[src/logic/lfw_pkg.sv]
// Function
// - Manchester mode passes only data bytes after ID
// - Mode field 1:0 selects Manchester data
// - Mode field 0:0 selects direct mode
// - Mode field 01 selects carrier detect
// - Manchester on-time fixed at two slow ticks
// - Rate field sets period, 0100 is 16 ms
// - Rate code 0101 gives 32 ms period
// - Interrupt enable wakes CPU per data byte
// - Coding error status while resting between samples
// - Off-time bit rests one or two periods
// - Receiver samples only while enable bit set
// - Code-length bit picks 8 or 16 bits
// - Gain select bit picks data or AGC readout
// - Data-available flag marks waiting byte
// - Match flags for wake-up codes B and A
// - Detect status 0 valid, 1 data ended
// - Ignore bit holds detector input low, except the raw detector status bit in direct mode
// - Direct mode exposes raw detector status bit
// - Direct mode uses only the sensitivity setting
// - Re-enable runs a 32 us auto-zero
// - Direct mode ignores wake-up code registers
package lfw_pkg;
    localparam logic [7:0] OFS_CTRL = 8'h00;
    localparam logic [7:0] OFS_CS0 = 8'h04;
    localparam logic [7:0] OFS_CS1 = 8'h08;
    localparam logic [7:0] OFS_DATA = 8'h0c;
    localparam logic [7:0] OFS_CODE_A = 8'h10;
    localparam logic [7:0] OFS_CODE_B = 8'h14;

    localparam logic [7:0] CTRL_RST = 8'h00;
    localparam logic [7:0] CS0_RST = 8'h00;
    localparam logic [7:0] CS0_RW_MASK = 8'h5f;
    localparam logic [15:0] CODE_RST = 16'h0000;

    localparam int CS0_RAW = 7;
    localparam int CS0_IE = 6;
    localparam int CS0_ERR_REST = 5;
    localparam int CS0_OFF_SEL = 4;
    localparam int CS0_EN = 3;
    localparam int CS0_LEN16 = 2;
    localparam int CS0_SENS = 1;
    localparam int CS0_AGC = 0;
    localparam int CS1_DF = 7;
    localparam int CS1_DACK = 6;
    localparam int CS1_CF = 5;
    localparam int CS1_CACK = 4;
    localparam int CS1_BF = 3;
    localparam int CS1_AF = 2;
    localparam int CS1_MDD = 1;
    localparam int CS1_IG = 0;

    localparam int CLK_PERIOD_NS = 20;
    localparam int SLOW_PERIOD_NS = 1000000;
    localparam int SLOW_TICK_CYC = SLOW_PERIOD_NS / CLK_PERIOD_NS;
    localparam int AUTOZERO_NS = 32000;
    localparam int AZ_CYC = (AUTOZERO_NS + CLK_PERIOD_NS - 1) / CLK_PERIOD_NS;
    localparam int MANCH_ON_TICKS = 2;
    localparam int CARR_ON_SHORT_TICKS = 1;
    localparam int CARR_ON_LONG_TICKS = 3;

    typedef enum logic [1:0] {
        LFW_MODE_DIRECT = 2'b00,
        LFW_MODE_CARRIER = 2'b01,
        LFW_MODE_MANCH = 2'b10,
        LFW_MODE_RSVD = 2'b11
    } lfw_mode_t;

    typedef struct packed {
        lfw_mode_t mode;
        logic char_len;
        logic on_sel;
        logic [3:0] rate;
    } lfw_ctrl_t;

    typedef struct packed {
        logic valid;
        logic bit_val;
        logic err;
    } lfw_sym_t;
endpackage : lfw_pkg

[src/logic/lfw_tick.sv]
`timescale 1ns/1ps
module lfw_tick #(
    parameter int DIV = lfw_pkg::SLOW_TICK_CYC
) (
    input wire logic ref_clk_i,
    input wire logic rst_i,
    input wire logic run_i,
    output logic tick_o
);
    localparam int W = (DIV > 1) ? $clog2(DIV) : 1;
    localparam logic [W-1:0] LAST = W'(DIV - 1);
    logic [W-1:0] cnt_reg;

    // Period restarts at enable so the first tick comes a full tick period after enable
    always_ff @(posedge ref_clk_i) begin
        if (rst_i || !run_i) begin
            cnt_reg <= '0;
            tick_o <= 1'b0;
        end else begin
            tick_o <= (cnt_reg == LAST);
            cnt_reg <= (cnt_reg == LAST) ? '0 : cnt_reg + 1'b1;
        end
    end
endmodule : lfw_tick

[src/logic/lfw_frame.sv]
`timescale 1ns/1ps
module lfw_frame (
    input wire logic ref_clk_i,
    input wire logic rst_i,
    input wire logic active_i,
    input wire logic sync_i,
    input wire lfw_pkg::lfw_sym_t sym_i,
    input wire logic len16_i,
    input wire logic [15:0] code_a_i,
    input wire logic [15:0] code_b_i,
    output logic byte_valid_o,
    output logic [7:0] byte_o,
    output logic match_a_o,
    output logic match_b_o,
    output logic err_o,
    output logic in_frame_o
);
    typedef enum logic [1:0] {
        FRM_HUNT = 2'b00,
        FRM_CODE = 2'b01,
        FRM_DATA = 2'b10
    } lfw_frm_t;

    lfw_frm_t state_reg;
    logic [15:0] shift_reg;
    logic [15:0] shift_next;
    logic [3:0] cnt_reg;
    logic [3:0] code_last;
    logic hit_a;
    logic hit_b;

    assign shift_next = {shift_reg[14:0], sym_i.bit_val};
    assign code_last = len16_i ? 4'hf : 4'h7;
    assign hit_a = len16_i ? (shift_next == code_a_i) : (shift_next[7:0] == code_a_i[7:0]);
    assign hit_b = len16_i ? (shift_next == code_b_i) : (shift_next[7:0] == code_b_i[7:0]);
    assign in_frame_o = (state_reg != FRM_HUNT);

    always_ff @(posedge ref_clk_i) begin
        if (rst_i || !active_i) begin
            state_reg <= FRM_HUNT;
            shift_reg <= '0;
            cnt_reg <= '0;
            byte_valid_o <= 1'b0;
            byte_o <= '0;
            match_a_o <= 1'b0;
            match_b_o <= 1'b0;
            err_o <= 1'b0;
        end else begin
            byte_valid_o <= 1'b0;
            match_a_o <= 1'b0;
            match_b_o <= 1'b0;
            err_o <= 1'b0;
            unique case (state_reg)
                FRM_HUNT: begin
                    cnt_reg <= '0;
                    if (sync_i) begin
                        state_reg <= FRM_CODE;
                    end
                end
                FRM_CODE: begin
                    if (sym_i.valid && sym_i.err) begin
                        state_reg <= FRM_HUNT;
                    end else if (sym_i.valid) begin
                        shift_reg <= shift_next;
                        cnt_reg <= cnt_reg + 1'b1;
                        if (cnt_reg == code_last) begin
                            // Message ID is consumed here and never reaches the data register
                            cnt_reg <= '0;
                            match_a_o <= hit_a;
                            match_b_o <= hit_b;
                            state_reg <= (hit_a || hit_b) ? FRM_DATA : FRM_HUNT;
                        end
                    end
                end
                FRM_DATA: begin
                    if (sym_i.valid && sym_i.err) begin
                        err_o <= 1'b1;
                        state_reg <= FRM_HUNT;
                    end else if (sym_i.valid) begin
                        shift_reg <= shift_next;
                        cnt_reg <= {1'b0, cnt_reg[2:0] + 3'h1};
                        if (cnt_reg[2:0] == 3'h7) begin
                            byte_o <= shift_next[7:0];
                            byte_valid_o <= 1'b1;
                        end
                    end
                end
                default: state_reg <= FRM_HUNT;
            endcase
        end
    end
endmodule : lfw_frame

[src/logic/lfw_receiver.sv]
`timescale 1ns/1ps
module lfw_receiver #(
    parameter int SLOW_TICK_CYC = lfw_pkg::SLOW_TICK_CYC
) (
    input wire logic ref_clk_i,
    input wire logic rst_i,
    input wire logic psel_i,
    input wire logic penable_i,
    input wire logic pwrite_i,
    input wire logic [7:0] paddr_i,
    input wire logic [31:0] pwdata_i,
    output logic [31:0] prdata_o,
    output logic pready_o,
    output logic pslverr_o,
    input wire logic det_i,
    input wire logic sync_i,
    input wire lfw_pkg::lfw_sym_t sym_i,
    input wire logic carrier_i,
    input wire logic [7:0] agc_level_i,
    output logic irq_o,
    output logic rx_on_o,
    output logic autozero_o,
    output logic low_sens_o
);
    typedef enum logic [1:0] {
        SEQ_IDLE = 2'b00,
        SEQ_AZERO = 2'b01,
        SEQ_ON = 2'b10,
        SEQ_OFF = 2'b11
    } lfw_seq_t;

    localparam logic [16:0] AZ_LAST = 17'(lfw_pkg::AZ_CYC - 1);
    localparam logic [16:0] MANCH_LAST = 17'(lfw_pkg::MANCH_ON_TICKS - 1);
    localparam logic [16:0] CARR_SHORT_LAST = 17'(lfw_pkg::CARR_ON_SHORT_TICKS - 1);
    localparam logic [16:0] CARR_LONG_LAST = 17'(lfw_pkg::CARR_ON_LONG_TICKS - 1);

    lfw_pkg::lfw_ctrl_t ctrl_reg;
    logic [7:0] cs0_reg;
    logic ignore_reg;
    logic [15:0] code_a_reg;
    logic [15:0] code_b_reg;
    logic [7:0] data_reg;
    logic data_flag_reg;
    logic carrier_flag_reg;
    logic flag_a_reg;
    logic flag_b_reg;
    logic mdd_reg;
    logic err_rest_reg;
    logic raw_det_reg;
    lfw_seq_t seq_state_reg;
    logic [16:0] seq_cnt_reg;

    logic en;
    logic is_manch;
    logic is_direct;
    logic slow_tick;
    logic [16:0] on_last;
    logic [16:0] off_last;
    logic [16:0] off_ticks;
    logic setup;
    logic wr_en;
    logic mapped;
    logic [7:0] rd_mux;
    logic data_ack;
    logic carrier_ack;
    logic sampling;
    lfw_pkg::lfw_sym_t sym_gated;
    logic frm_byte_valid;
    logic [7:0] frm_byte;
    logic frm_match_a;
    logic frm_match_b;
    logic frm_err;
    logic frm_in_frame;
    logic carrier_set;

    ////////////////////////////////////////////////////////////////////////
    // Decode of configuration

    assign en = cs0_reg[lfw_pkg::CS0_EN];
    assign is_manch = (ctrl_reg.mode == lfw_pkg::LFW_MODE_MANCH);
    assign is_direct = (ctrl_reg.mode == lfw_pkg::LFW_MODE_DIRECT);
    assign sampling = (seq_state_reg == SEQ_ON);
    // Manchester ignores the on-time select bit
    assign on_last = is_manch ? MANCH_LAST : (ctrl_reg.on_sel ? CARR_LONG_LAST : CARR_SHORT_LAST);
    // One slow tick is one ms, so the period is two to the rate code in ms
    assign off_ticks = (17'h00001 << ctrl_reg.rate) << cs0_reg[lfw_pkg::CS0_OFF_SEL];
    assign off_last = off_ticks - 17'h00001;
    // Ignored detector reads as a constant low line to the decoder
    assign sym_gated = ignore_reg ? '0 : sym_i;
    assign carrier_set = sampling && (ctrl_reg.mode == lfw_pkg::LFW_MODE_CARRIER) && carrier_i && !ignore_reg;

    ////////////////////////////////////////////////////////////////////////
    // APB slave, zero wait states, answer registered in the setup cycle

    assign setup = psel_i && !penable_i;
    assign wr_en = psel_i && penable_i && pready_o && pwrite_i && !pslverr_o;
    assign data_ack = wr_en && (paddr_i == lfw_pkg::OFS_CS1) && pwdata_i[lfw_pkg::CS1_DACK];
    assign carrier_ack = wr_en && (paddr_i == lfw_pkg::OFS_CS1) && pwdata_i[lfw_pkg::CS1_CACK];

    always_comb begin
        mapped = 1'b1;
        rd_mux = 8'h00;
        unique case (paddr_i)
            lfw_pkg::OFS_CTRL: rd_mux = ctrl_reg;
            lfw_pkg::OFS_CS0: begin
                rd_mux = cs0_reg & lfw_pkg::CS0_RW_MASK;
                rd_mux[lfw_pkg::CS0_RAW] = raw_det_reg;
                rd_mux[lfw_pkg::CS0_ERR_REST] = err_rest_reg;
            end
            lfw_pkg::OFS_CS1: begin
                // Acknowledge bits read as zero
                rd_mux = {data_flag_reg, 1'b0, carrier_flag_reg, 1'b0,
                          flag_b_reg, flag_a_reg, mdd_reg, ignore_reg};
            end
            lfw_pkg::OFS_DATA: rd_mux = cs0_reg[lfw_pkg::CS0_AGC] ? agc_level_i : data_reg;
            lfw_pkg::OFS_CODE_A: rd_mux = code_a_reg[7:0];
            lfw_pkg::OFS_CODE_B: rd_mux = code_b_reg[7:0];
            default: mapped = 1'b0;
        endcase
    end

    always_ff @(posedge ref_clk_i) begin
        if (rst_i) begin
            pready_o <= 1'b0;
            pslverr_o <= 1'b0;
            prdata_o <= '0;
        end else begin
            pready_o <= setup;
            pslverr_o <= setup && !mapped;
            if (setup && !pwrite_i) begin
                // Wake-up codes are 16 bits wide and read back in full
                if (paddr_i == lfw_pkg::OFS_CODE_A) begin
                    prdata_o <= {16'h0000, code_a_reg};
                end else if (paddr_i == lfw_pkg::OFS_CODE_B) begin
                    prdata_o <= {16'h0000, code_b_reg};
                end else begin
                    prdata_o <= {24'h000000, rd_mux};
                end
            end else begin
                prdata_o <= '0;
            end
        end
    end

    ////////////////////////////////////////////////////////////////////////
    // Software registers

    always_ff @(posedge ref_clk_i) begin
        if (rst_i) begin
            ctrl_reg <= lfw_pkg::CTRL_RST;
            cs0_reg <= lfw_pkg::CS0_RST;
            ignore_reg <= 1'b0;
            code_a_reg <= lfw_pkg::CODE_RST;
            code_b_reg <= lfw_pkg::CODE_RST;
        end else if (wr_en) begin
            unique case (paddr_i)
                lfw_pkg::OFS_CTRL: ctrl_reg <= pwdata_i[7:0];
                lfw_pkg::OFS_CS0: cs0_reg <= pwdata_i[7:0] & lfw_pkg::CS0_RW_MASK;
                lfw_pkg::OFS_CS1: ignore_reg <= pwdata_i[lfw_pkg::CS1_IG];
                lfw_pkg::OFS_CODE_A: code_a_reg <= pwdata_i[15:0];
                lfw_pkg::OFS_CODE_B: code_b_reg <= pwdata_i[15:0];
                default: ;
            endcase
        end
    end

    ////////////////////////////////////////////////////////////////////////
    // Sampling sequencer: auto-zero, on window, rest

    lfw_tick #(
        .DIV(SLOW_TICK_CYC)
    ) u_tick (
        .ref_clk_i(ref_clk_i),
        .rst_i(rst_i),
        .run_i(en),
        .tick_o(slow_tick)
    );

    always_ff @(posedge ref_clk_i) begin
        if (rst_i || !en) begin
            seq_state_reg <= SEQ_IDLE;
            seq_cnt_reg <= '0;
        end else begin
            unique case (seq_state_reg)
                SEQ_IDLE: begin
                    seq_state_reg <= SEQ_AZERO;
                    seq_cnt_reg <= '0;
                end
                SEQ_AZERO: begin
                    if (seq_cnt_reg == AZ_LAST) begin
                        seq_state_reg <= SEQ_ON;
                        seq_cnt_reg <= '0;
                    end else begin
                        seq_cnt_reg <= seq_cnt_reg + 17'h00001;
                    end
                end
                SEQ_ON: begin
                    // Direct mode keeps the detector on until software cycles the enable
                    if (!is_direct && slow_tick) begin
                        if (seq_cnt_reg >= on_last) begin
                            // A frame in progress holds the receiver on to its end
                            if (!(is_manch && frm_in_frame)) begin
                                seq_state_reg <= SEQ_OFF;
                                seq_cnt_reg <= '0;
                            end
                        end else begin
                            seq_cnt_reg <= seq_cnt_reg + 17'h00001;
                        end
                    end
                end
                SEQ_OFF: begin
                    if (slow_tick) begin
                        if (seq_cnt_reg >= off_last) begin
                            seq_state_reg <= SEQ_AZERO;
                            seq_cnt_reg <= '0;
                        end else begin
                            seq_cnt_reg <= seq_cnt_reg + 17'h00001;
                        end
                    end
                end
            endcase
        end
    end

    always_ff @(posedge ref_clk_i) begin
        if (rst_i) begin
            rx_on_o <= 1'b0;
            autozero_o <= 1'b0;
            low_sens_o <= 1'b0;
        end else begin
            rx_on_o <= en && (seq_state_reg == SEQ_AZERO || seq_state_reg == SEQ_ON);
            autozero_o <= en && (seq_state_reg == SEQ_AZERO);
            low_sens_o <= cs0_reg[lfw_pkg::CS0_SENS];
        end
    end

    ////////////////////////////////////////////////////////////////////////
    // Manchester frame decoder, idle outside Manchester mode

    lfw_frame u_frame (
        .ref_clk_i(ref_clk_i),
        .rst_i(rst_i),
        .active_i(sampling && is_manch),
        .sync_i(sync_i && !ignore_reg),
        .sym_i(sym_gated),
        .len16_i(cs0_reg[lfw_pkg::CS0_LEN16]),
        .code_a_i(code_a_reg),
        .code_b_i(code_b_reg),
        .byte_valid_o(frm_byte_valid),
        .byte_o(frm_byte),
        .match_a_o(frm_match_a),
        .match_b_o(frm_match_b),
        .err_o(frm_err),
        .in_frame_o(frm_in_frame)
    );

    ////////////////////////////////////////////////////////////////////////
    // Status flags; a set in the same cycle as an acknowledge wins

    always_ff @(posedge ref_clk_i) begin
        if (rst_i) begin
            data_reg <= 8'h00;
        end else if (frm_byte_valid) begin
            data_reg <= frm_byte;
        end
    end

    always_ff @(posedge ref_clk_i) begin
        if (rst_i) begin
            data_flag_reg <= 1'b0;
            flag_a_reg <= 1'b0;
            flag_b_reg <= 1'b0;
        end else begin
            data_flag_reg <= frm_byte_valid || (data_flag_reg && !data_ack);
            flag_a_reg <= frm_match_a || (flag_a_reg && !data_ack);
            flag_b_reg <= frm_match_b || (flag_b_reg && !data_ack);
        end
    end

    always_ff @(posedge ref_clk_i) begin
        if (rst_i) begin
            carrier_flag_reg <= 1'b0;
        end else begin
            carrier_flag_reg <= carrier_set || (carrier_flag_reg && !carrier_ack);
        end
    end

    // Detect status clears when the enable drops or a new code matches
    always_ff @(posedge ref_clk_i) begin
        if (rst_i || !en) begin
            mdd_reg <= 1'b0;
        end else if (frm_err) begin
            mdd_reg <= 1'b1;
        end else if (frm_match_a || frm_match_b) begin
            mdd_reg <= 1'b0;
        end
    end

    always_ff @(posedge ref_clk_i) begin
        if (rst_i) begin
            err_rest_reg <= 1'b0;
            raw_det_reg <= 1'b0;
        end else begin
            err_rest_reg <= (seq_state_reg == SEQ_OFF) && mdd_reg;
            // Direct mode is not masked by the ignore bit, only by power state
            raw_det_reg <= sampling && det_i && (is_direct || !ignore_reg);
        end
    end

    // Level interrupt held until the flag is acknowledged
    always_ff @(posedge ref_clk_i) begin
        if (rst_i) begin
            irq_o <= 1'b0;
        end else begin
            irq_o <= cs0_reg[lfw_pkg::CS0_IE] && (data_flag_reg || carrier_flag_reg);
        end
    end

    ////////////////////////////////////////////////////////////////////////
    // Assertions

    logic [16:0] off_seen_reg;

    always_ff @(posedge ref_clk_i) begin
        if (rst_i || seq_state_reg != SEQ_OFF) begin
            off_seen_reg <= '0;
        end else if (slow_tick) begin
            off_seen_reg <= off_seen_reg + 17'h00001;
        end
    end

    // Independent count of auto-zero cycles, checked when the on window opens
    logic [16:0] az_seen_reg;

    always_ff @(posedge ref_clk_i) begin
        if (rst_i || seq_state_reg != SEQ_AZERO) begin
            az_seen_reg <= '0;
        end else begin
            az_seen_reg <= az_seen_reg + 17'h00001;
        end
    end
endmodule : lfw_receiver

[config.mk]
export PLATFORM = sky130hd
export DESIGN_NAME = lfw_receiver
export DESIGN_NICKNAME = d
export VERILOG_FILES = /design/src/logic/lfw_pkg.sv /design/src/logic/lfw_tick.sv /design/src/logic/lfw_frame.sv /design/src/logic/lfw_receiver.sv
export SDC_FILE = /design/constraint.sdc
export NUM_CORES = 1
export LEC_CHECK = 0
export BUFFER_PORTS_ARGS = -buffer_cell sky130_fd_sc_hd__buf_2
export CAP_MARGIN = 30
export CORE_MARGIN = 2
export CORE_UTILIZATION = 55
export DETAILED_ROUTE_END_ITERATION = 16
export GPL_TIMING_DRIVEN = 0
export PLACE_DENSITY = 0.76
export SYNTH_ARGS = -nofsm -noshare
export SYNTH_HDL_FRONTEND = slang
export SYNTH_HIERARCHICAL = 1
export SYNTH_SLANG_ARGS = --single-unit
[constraint.sdc]
create_clock -name ref_clk_i -period 4.7 [get_ports ref_clk_i]
set_clock_uncertainty 0.05 [all_clocks]
set_input_delay 0.235 -clock ref_clk_i [delete_from_list [all_inputs] [get_ports ref_clk_i]]
set_output_delay 0.235 -clock ref_clk_i [all_outputs]
set_load 0.02 [all_outputs]
==> flow_summary.yaml, run 1 <==
synth:
  synthDistinctLibCells: 76
  avgSynthCellArea_sq_um: 8.21
  synthArstFlopShare: 0
  synth-seq-area-share: 0.375
  synth_edf_count: 0
  synth_warnings: 6
  ys.flop_type: "dfxtp_1"
  synth_top_area_frac: 0.375
  synth.top_cells.by_area: "dfxtp_1, mux2i_1, nand2_1"
  netlist.top_cell.by_area: "dfxtp_1"
  synth_cells: 996
  synth_seq_cells: 153
  netlist_area_sq_mm: 0.00818
die:
  die_area_sq_mm: 0.0159
  ios: 97
  core_sq_mm: 0.0145
  fp.dieW_um: 126
  rows: 44
  start_util: 0.563
  dieHeight_um: 126
clocking:
  cts_root_buf: "clkbuf_16"
  clock_sinks: 153
  postCtsSetupRepairBufs: 0
  clock_latency_ns: 0.42
  cts_buffers: 17
  cts_tree: "yes"
  hold_buffers: 2
  postCtsResizedCells: 0
  path_clk_slew_ns: 0.06
  clk_path_buf_depth: 2
  ctsHtreeMaxLevel: 4
pwr:
  pwr_density_cell_mw_per_mm2: 289
  power_leakage_nw: 3.45
  power_mw: 2.71
  vdd_drop_max_v: 0.000223
flow_run:
  max_cap_violations: 0
global_routing:
  grt_pass1_wl_um: 36500
  grt_start_max_net_pins: 17
  grt_usage: 0.284
  overflow: 0
  antenna_found_initial: 1
  grt_pass1_vias: 7241
route:
  drtPass1Iterations: 7
  ant_nets: 0
  vias: 7636
  drcViolationCount: 0
  wl_per_cell_um: 17.3
  vias_per_cell: 5.91
  drt_iter0_markers: 707
  drt_wl_total_um: 22300
place:
  placed_cells: 1259
  pre_cts_ws_ns: 0.646
  port_buffers: 64
  dp_hpwl_um: 16300
  dpl_cell_area_sq_mm: 0.00878
  routabilityCongestion: 0.952
sta:
  max_slew_margin: 0.493
  fmax_mhz: 238
  hold_violations: 0
  setup_tns_ns: 0
  worst_slew_pin_slew_ns: 0.761
  min_period_over_period: 0.894
  fin_ws_ns: 0.499
  fin_crit_ns: 4.20
  rsz0062_at_grt: "no"
  setup_viol: 0
  finalHoldWorstSlack_ns: 0.0207
  finalMaxSlewViolations: 0
worst_setup_path:
  worstPathMaxFanout: 10
  timing.rr.start: "ctrl_reg[1]"
  critPathRequiredTime_ns: 5.01
  cp-end-kind: "register"
  worstSetupStartpointType: "register"
  path_class: "register to register"
  cp.arrival_ns: 4.51
  crit_start: "ctrl_reg[1]"
  worstRegToRegCells: 15
hold_path:
  hold_path.class: "primary input to register"
  hold_start: "pwdata_i[8]"
  whs_path_depth: 3
layout:
  stdcell_area_sq_mm: 0.00937
  final_core_util: 0.644
  area_delta_synth_final_pct: 14.5
  fin_cells: 1292
  final_nets: 1187
  largest_reg_flops: 17
  layout_common_cells: "dfxtp_1, nand2_1, nor2_1"
  n_antenna_cell: 0
  final_common_cell: "dfxtp_1"
  drive_gt1_frac: 0.131
  n_fill_cell: 1287
run_status:
  status: "complete, no violations"
## final cells by class
type	count	area [sq um]	share of cell area
clock inverters	13	123	0.0131
inverters	22	82.6	0.00882
plain buffers	74	389	0.0415
flip-flops and latches	153	3060	0.327
repair buffers	66	340	0.0363
clock buffers	18	439	0.0469
multi-input cells	762	4700	0.502
well taps	184	230	0.0246
## kinds of logic (layout without fill, tap and decap cells)
kind of cell / Yosys count / in the layout / synth area share
flip-flops: 153 / 153 / 0.375
buffers and inverters: 96 / 193 / 0.0577
multiplexers: 51 / 51 / 0.0626
AND/OR/NAND/NOR: 429 / 429 / 0.260
XOR/XNOR: 49 / 49 / 0.0525
other: 1 / 16 / 0.000459
adder cells (fa/ha/maj): 32 / 32 / 0.0490
AO/OA/AOI/OAI: 185 / 185 / 0.143
## synthesized netlist by cell type (3+ instances only)
cell type  instances
nor3_1            23
nor2_1           101
a21boi_0           3
xnor2_1           46
o21ai_0           33
buf_6              4
a22oi_1           18
nand2_1          128
mux2i_1           50
o21ai_1            5
xor2_1             3
a31o_1            11
a221o_1            4
nor2_2             3
a2bb2oi_1          5
and4_1             3
buf_2              7
nand2b_1          14
and3_1             5
a21oi_1           77
nand4_1           35
nor3b_1            3
clkbuf_1          37
o2111ai_1          4
and2_1             7
buf_4             19
or3_1              4
buf_1              6
dfxtp_1          153
nand3_1           58
ha_1              32
nor4_1            11
nor2b_1           10
inv_1             20
## final timing paths
kind,end,slack [ns]
min reg2reg,mdd_reg,0.39
max,seq_cnt_reg[12],0.50
max reg2reg,seq_cnt_reg[12],0.50
min,code_b_reg[8],0.02
## power breakdown
group          total (mW)  switching (mW)  internal [mW]
registers            1.30        0.000540           1.30
logic               0.105          0.0661         0.0386
clock network        1.30           0.560          0.743
total                2.71           0.627           2.08
## layer usage
metal	vias to the layer above	track usage	wire (um)
met5	-	0	0
met4	0	0.129	841
met3	63	0.0540	1390
met2	319	0.459	10400
met1	3568	0.371	9680
li1	3686	-	-
## worst max-delay path: stages (launching register included)
cell,delay (ns)
dfxtp_1,0.33
clkbuf_1,0.21
nor3_1,0.46
nand2_1,0.16
ha_1,0.28
or3_1,0.35
o21ai_0,0.09
a22oi_1,0.13
ha_1,0.32
a211oi_1,0.21
nor2_1,0.08
nor4_1,0.35
nand3_1,0.38
clkbuf_1,0.36
a22oi_1,0.23
a31o_1,0.14
No activity file was read; power rests on OpenSTA's default activity.
==> inputs of run 2 (changes only) <==
- ABC_AREA: unset -> 1
==> flow_summary.yaml, run 2 <==
global_routing:
  grt_pass1_vias: 7316
  grt_usage: 0.268
  grt_start_max_net_pins: 17
  grt_pass1_wl_um: 35400
  overflow: 0
  antenna_found_initial: 0
synth:
  synth_warnings: 6
  synth_seq_cells: 153
  synthArstFlopShare: 0
  netlist.top_cell.by_area: "dfxtp_1"
  netlist_area_sq_mm: 0.00854
  synthTopCellsByCount: "nand2_1, dfxtp_1, nor2_1"
  synth_edf_count: 0
  synthDistinctLibCells: 49
  avgSynthCellArea_sq_um: 7.08
  ys.flop_type: "dfxtp_1"
  synth.top_cells.by_area: "dfxtp_1, nand2_1, a21oi_1"
  synth.most_common_cell: "nand2_1"
  synth_top_area_frac: 0.359
  synth_cells: 1207
  synth-seq-area-share: 0.359
sta:
  worst_slew_pin_slew_ns: 0.816
  max_slew_margin: 0.452
  rsz0062_at_grt: "no"
  fmax_mhz: 293
  min_period_over_period: 0.725
  setup_viol: 0
  hold_violations: 0
  finalHoldWorstSlack_ns: 0.00506
  fin_crit_ns: 3.41
  finalMaxSlewViolations: 0
  setup_tns_ns: 0
clocking:
  clock_sinks: 153
  cts_tree: "yes"
  hold_buffers: 10
  postCtsSetupRepairBufs: 0
  clk_path_buf_depth: 2
  cts_buffers: 17
  clock_latency_ns: 0.43
  cts_root_buf: "clkbuf_16"
  postCtsResizedCells: 0
  ctsHtreeMaxLevel: 4
  path_clk_slew_ns: 0.06
pwr:
  vdd_drop_max_v: 0.000246
  power.share.sequential: 0.454
  pwr_density_cell_mw_per_mm2: 289
  power_switching_uw: 658
  p_int_mw: 2.20
  power_leakage_nw: 4.14
  pwr-share-clk: 0.509
  p_sw_frac: 0.230
  combPwrFrac: 0.036
die:
  rows: 45
  dieHeight_um: 129
  ios: 97
  core_sq_mm: 0.0152
  fp.dieW_um: 129
  start_util: 0.562
  die_area_sq_mm: 0.0165
worst_setup_path:
  rrSetupSlack_ns: 1.29
  timing.rr.start: "cs0_reg[4]"
  crit_start: "cs0_reg[4]"
  cp-end-kind: "register"
  reg2reg_to: "seq_cnt_reg[12]"
  path_class: "register to register"
  worstSetupStartpointType: "register"
  worstPathMaxFanout: 10
  endpoint: "seq_cnt_reg[12]"
  critPathRequiredTime_ns: 5.01
  worstRegToRegCells: 23
  cp.arrival_ns: 3.72
layout:
  multi_input_area_sq_mm: 0.00466
  stdcell_area_sq_mm: 0.00988
  final_nets: 1406
  layout_common_cells: "nand2_1, dfxtp_1, nor2_1"
  final_common_cell: "nand2_1"
  n_fill_cell: 1384
  n_antenna_cell: 0
  register_area_sq_mm: 0.00306
  fin_cells: 1516
  drive_gt1_frac: 0.161
  largest_reg_flops: 17
  area_delta_synth_final_pct: 15.7
place:
  dpl_cell_area_sq_mm: 0.00915
  placed_cells: 1474
  routabilityCongestion: 0.937
  dp_hpwl_um: 16200
  port_buffers: 64
route:
  ant_nets: 0
  drt_wl_total_um: 21900
  drcViolationCount: 0
  vias: 8187
  drtPass1Iterations: 6
  drt_iter0_markers: 738
  wl_per_cell_um: 14.5
  vias_per_cell: 5.40
flow_run:
  max_cap_violations: 0
run_status:
  status: "complete, no violations"
hold_path:
  hold_path.class: "primary input to register"
## run 2: cell count changes after synthesis, sizes merged, moves of 18 or more
cell | previous run | this run
nand2 | 129 | 251
clkbuf | 38 | 12
inv | 21 | 142
a21oi | 77 | 125
o21ai | 39 | 98
xnor2 | 46 | 21
a22oi | 18 | 0
mux2i | 50 | 1
xor2 | 3 | 23
nand3 | 60 | 94
nand4 | 35 | 13
nor2 | 105 | 147
## run 2: cell families (layout without fill, tap and decap cells)
logic type | count (synthesis) | count (layout) | synth area share
AOI/OAI and AO/OA | 247 | 247 | 0.159
xor gates and xnor gates | 44 | 44 | 0.0451
adders and majority gates | 32 | 32 | 0.0469
buffers and inverters | 193 | 299 | 0.103
DFF | 153 | 153 | 0.359
muxes | 1 | 1 | 0.00117
other | 1 | 16 | 0.000439
and+or+nand+nor | 536 | 536 | 0.287
## run 2: worst min-delay path by stage
stage             startpoint        endpoint  cells after the start
6_report        pwdata_i[12]  code_a_reg[12]                      3
5_1_grt         pwdata_i[12]  code_a_reg[12]                      3
4_1_cts         pwdata_i[12]  code_a_reg[12]                      3
3_5_place_dp     data_reg[6]     data_reg[6]                      2
3_3_place_gp   u_frame/err_o         mdd_reg                      2
2_1_floorplan          rst_i   u_tick/tick_o                      1
## run 2: power by group through the flow
| stage | clock (mW) | combinational, mW | sequential (mW) |
|---|---|---|---|
| 6_report | 1.46 | 0.104 | 1.30 |
| 2_1_floorplan | 0 | 0.0537 | 1.33 |
| 3_5_place_dp | 0 | 0.0949 | 1.33 |
| 5_1_grt | 1.53 | 0.111 | 1.30 |
| 4_1_cts | 1.47 | 0.102 | 1.30 |
| 3_3_place_gp | 0 | 0.0945 | 1.33 |
## run 2: metal layers
layer  GRT usage  share of wire  vias up
li1            -              -     4121
met4      0.0902          0.024        0
met5           0              0        -
met2       0.429           0.45      289
met1       0.366           0.45     3734
met3      0.0511          0.067       43
## run 2: final cells by class
type,instances,share of cell area
Tap cell,188,0.0238
Multi-Input combinational cell,876,0.472
Clock buffer,18,0.0445
Clock inverter,14,0.0189
Buffer,51,0.0342
Sequential cell,153,0.310
Inverter,142,0.0545
Timing Repair Buffer,74,0.0426
## run 2: per-stage QoR
step                utilization  worst slack [ns]  power [mW]
floorplan                     -              1.89        1.38
global placement          0.602              1.37        1.42
detailed placement        0.602              1.34        1.42
CTS                       0.650              1.31        2.87
global route              0.650             0.896        2.94
finish                    0.650              1.29        2.86
## run 2: critical path, cell delays in order (launching register included)
cell     delay [ns]
dfxtp_1        0.30
buf_2          0.18
buf_1          0.38
nor2_1         0.10
inv_1          0.09
ha_1           0.20
nand2_2        0.12
nor2_2         0.21
xor2_1         0.20
ha_1           0.27
nand2_1        0.07
inv_1          0.05
nand2_1        0.05
nand2_1        0.04
nor2_1         0.10
nand2_1        0.06
nand2_1        0.05
nand2_1        0.06
nand2_1        0.06
nand2_1        0.08
nand2_1        0.15
buf_2          0.25
nand3_1        0.09
a21oi_1        0.14
==> inputs of run 3 (changes only) <==
- ABC_AREA: 1 -> 0
- clock period: 4.7 -> 3.2 ns (I/O delays scaled with it)
==> flow_summary.yaml, run 3 (synthesis gave the netlist of run 1 again) <==
die:
  dieHeight_um: 126
  die_area_sq_mm: 0.0159
  ios: 97
  fp.dieW_um: 126
  start_util: 0.563
  core_sq_mm: 0.0145
  rows: 44
hold_path:
  hold_path.class: "primary input to register"
  whs_path_depth: 3
  hold_start: "pwdata_i[3]"
global_routing:
  overflow: 0
  grt_usage: 0.283
  grt_pass1_vias: 7106
  grt_pass1_wl_um: 36100
  antenna_found_initial: 1
  grt_start_max_net_pins: 17
layout:
  area_delta_synth_final_pct: 20.7
  largest_reg_flops: 17
  drive_gt1_frac: 0.170
  final_common_cell: "dfxtp_1"
  fin_cells: 1331
  final_nets: 1224
  layout_common_cells: "dfxtp_1, nand2_1, nor2_1"
route:
  vias_per_cell: 5.84
  vias: 7776
  drt_wl_total_um: 22600
  ant_nets: 0
  drcViolationCount: 0
  drt_iter0_markers: 692
  wl_per_cell_um: 17.0
  drtPass1Iterations: 5
sta:
  finalMaxSlewViolations: 0
  fin_ws_ns: -0.0572
  rsz0062_at_grt: "yes"
  max_slew_margin: 0.555
  setup_tns_ns: -0.370
  fmax_mhz: 307
  fin_crit_ns: 3.26
  hold_violations: 0
  worst_slew_pin_slew_ns: 0.668
  min_period_over_period: 1.02
  setup_viol: 16
  finalHoldWorstSlack_ns: 0.0171
place:
  placed_cells: 1259
  port_buffers: 64
  routabilityCongestion: 0.985
  dp_hpwl_um: 16100
worst_setup_path:
  worstRegToRegCells: 14
  cp_top_family: "simple AND/OR/NAND/NOR gates"
  critical_path_depth: 14
  cp_slowest_cell: "a2111o_1"
  cp_slowest_stage_delay_ns: 0.41
  worstSetupStartpointType: "register"
  cp.arrival_ns: 3.57
  worstPathMaxFanout: 5
  path_class: "register to register"
  crit_start: "ctrl_reg[1]"
  path_cells: "buf_8 > nor3_4 > nand2_2 > ha_4 > or3_1 > o21ai_1 > a22oi_1 > ha_1 > a211oi_2 > nor2_2 > nor4_4 > nand3_2 > a2111o_1 > a21oi_1"
  worst-path-buf-inv: 1
  critPathRequiredTime_ns: 3.51
  cp-end-kind: "register"
  timing.rr.start: "ctrl_reg[1]"
clocking:
  clock_latency_ns: 0.43
  ctsHtreeMaxLevel: 4
  cts_buffers: 17
  clk_path_buf_depth: 2
  cts_root_buf: "clkbuf_16"
  clock_sinks: 153
  cts_tree: "yes"
  path_clk_slew_ns: 0.06
pwr:
  power_mw: 4.01
  pwr_density_cell_mw_per_mm2: 406
  vdd_drop_max_v: 0.000419
  power_leakage_nw: 3.70
run_status:
  violations: "setup timing"
  status: "complete, but fails checks"
flow_run:
  max_cap_violations: 0
## run 3: worst register-to-register path, stage by stage (launching register included)
cell	delay [ns]
dfxtp_2	0.33
buf_8	0.12
nor3_4	0.23
nand2_2	0.11
ha_4	0.17
or3_1	0.30
o21ai_1	0.09
a22oi_1	0.12
ha_1	0.36
a211oi_2	0.20
nor2_2	0.08
nor4_4	0.29
nand3_2	0.22
a2111o_1	0.41
a21oi_1	0.12
## run 3: per-stage QoR
stage,utilization,area [sq um],setup WS [ns]
floorplan,-,8270,0.0240
global placement,0.607,8820,-0.595
detailed placement,0.607,8820,-0.597
CTS,0.669,9720,-0.0114
global route,0.679,9870,-0.208
finish,0.679,9870,-0.0572
## run 3: worst paths after layout
path / slack, ns / endpoint
hold / removal: 0.02 / code_a_reg[3]
setup / recovery: -0.06 / seq_cnt_reg[1]
setup reg to reg: -0.06 / seq_cnt_reg[1]
hold reg to reg: 0.41 / u_frame/byte_o[5]
## run 3: where the power goes
group          switching [mW]  internal, mW
Sequential           0.000684          1.90
Clock                   0.832          1.10
Combinational           0.100        0.0687
## run 3: area by class of cell
class,count,area (sq um)
clock buffer,20,447
clock inverter,12,116
buffer,72,423
multi-input combinational,763,4820
inverter,22,82.6
sequential,153,3070
fill,1185,4660
tap,184,230
timing repair buffer,104,678
antenna,1,2.50
## run 3: what timing repair did
item                                    4_1_cts  5_1_grt
pin swaps                                    14       14
gates resized for setup                      22       19
buffers inserted                             14        7
hold endpoints to repair                     30        0
endpoints found under the setup margin       19       19
hold buffers                                 17        0
cloned                                        2        1
## run 3: metal layers
metal  vias to the layer above  wire length (um)  GRT usage
met5                         -                 0          0
met4                         0               664      0.100
met3                        55              1530     0.0646
met2                       309             10900      0.479
met1                      3634              9500      0.354
li1                       3778                 -          -
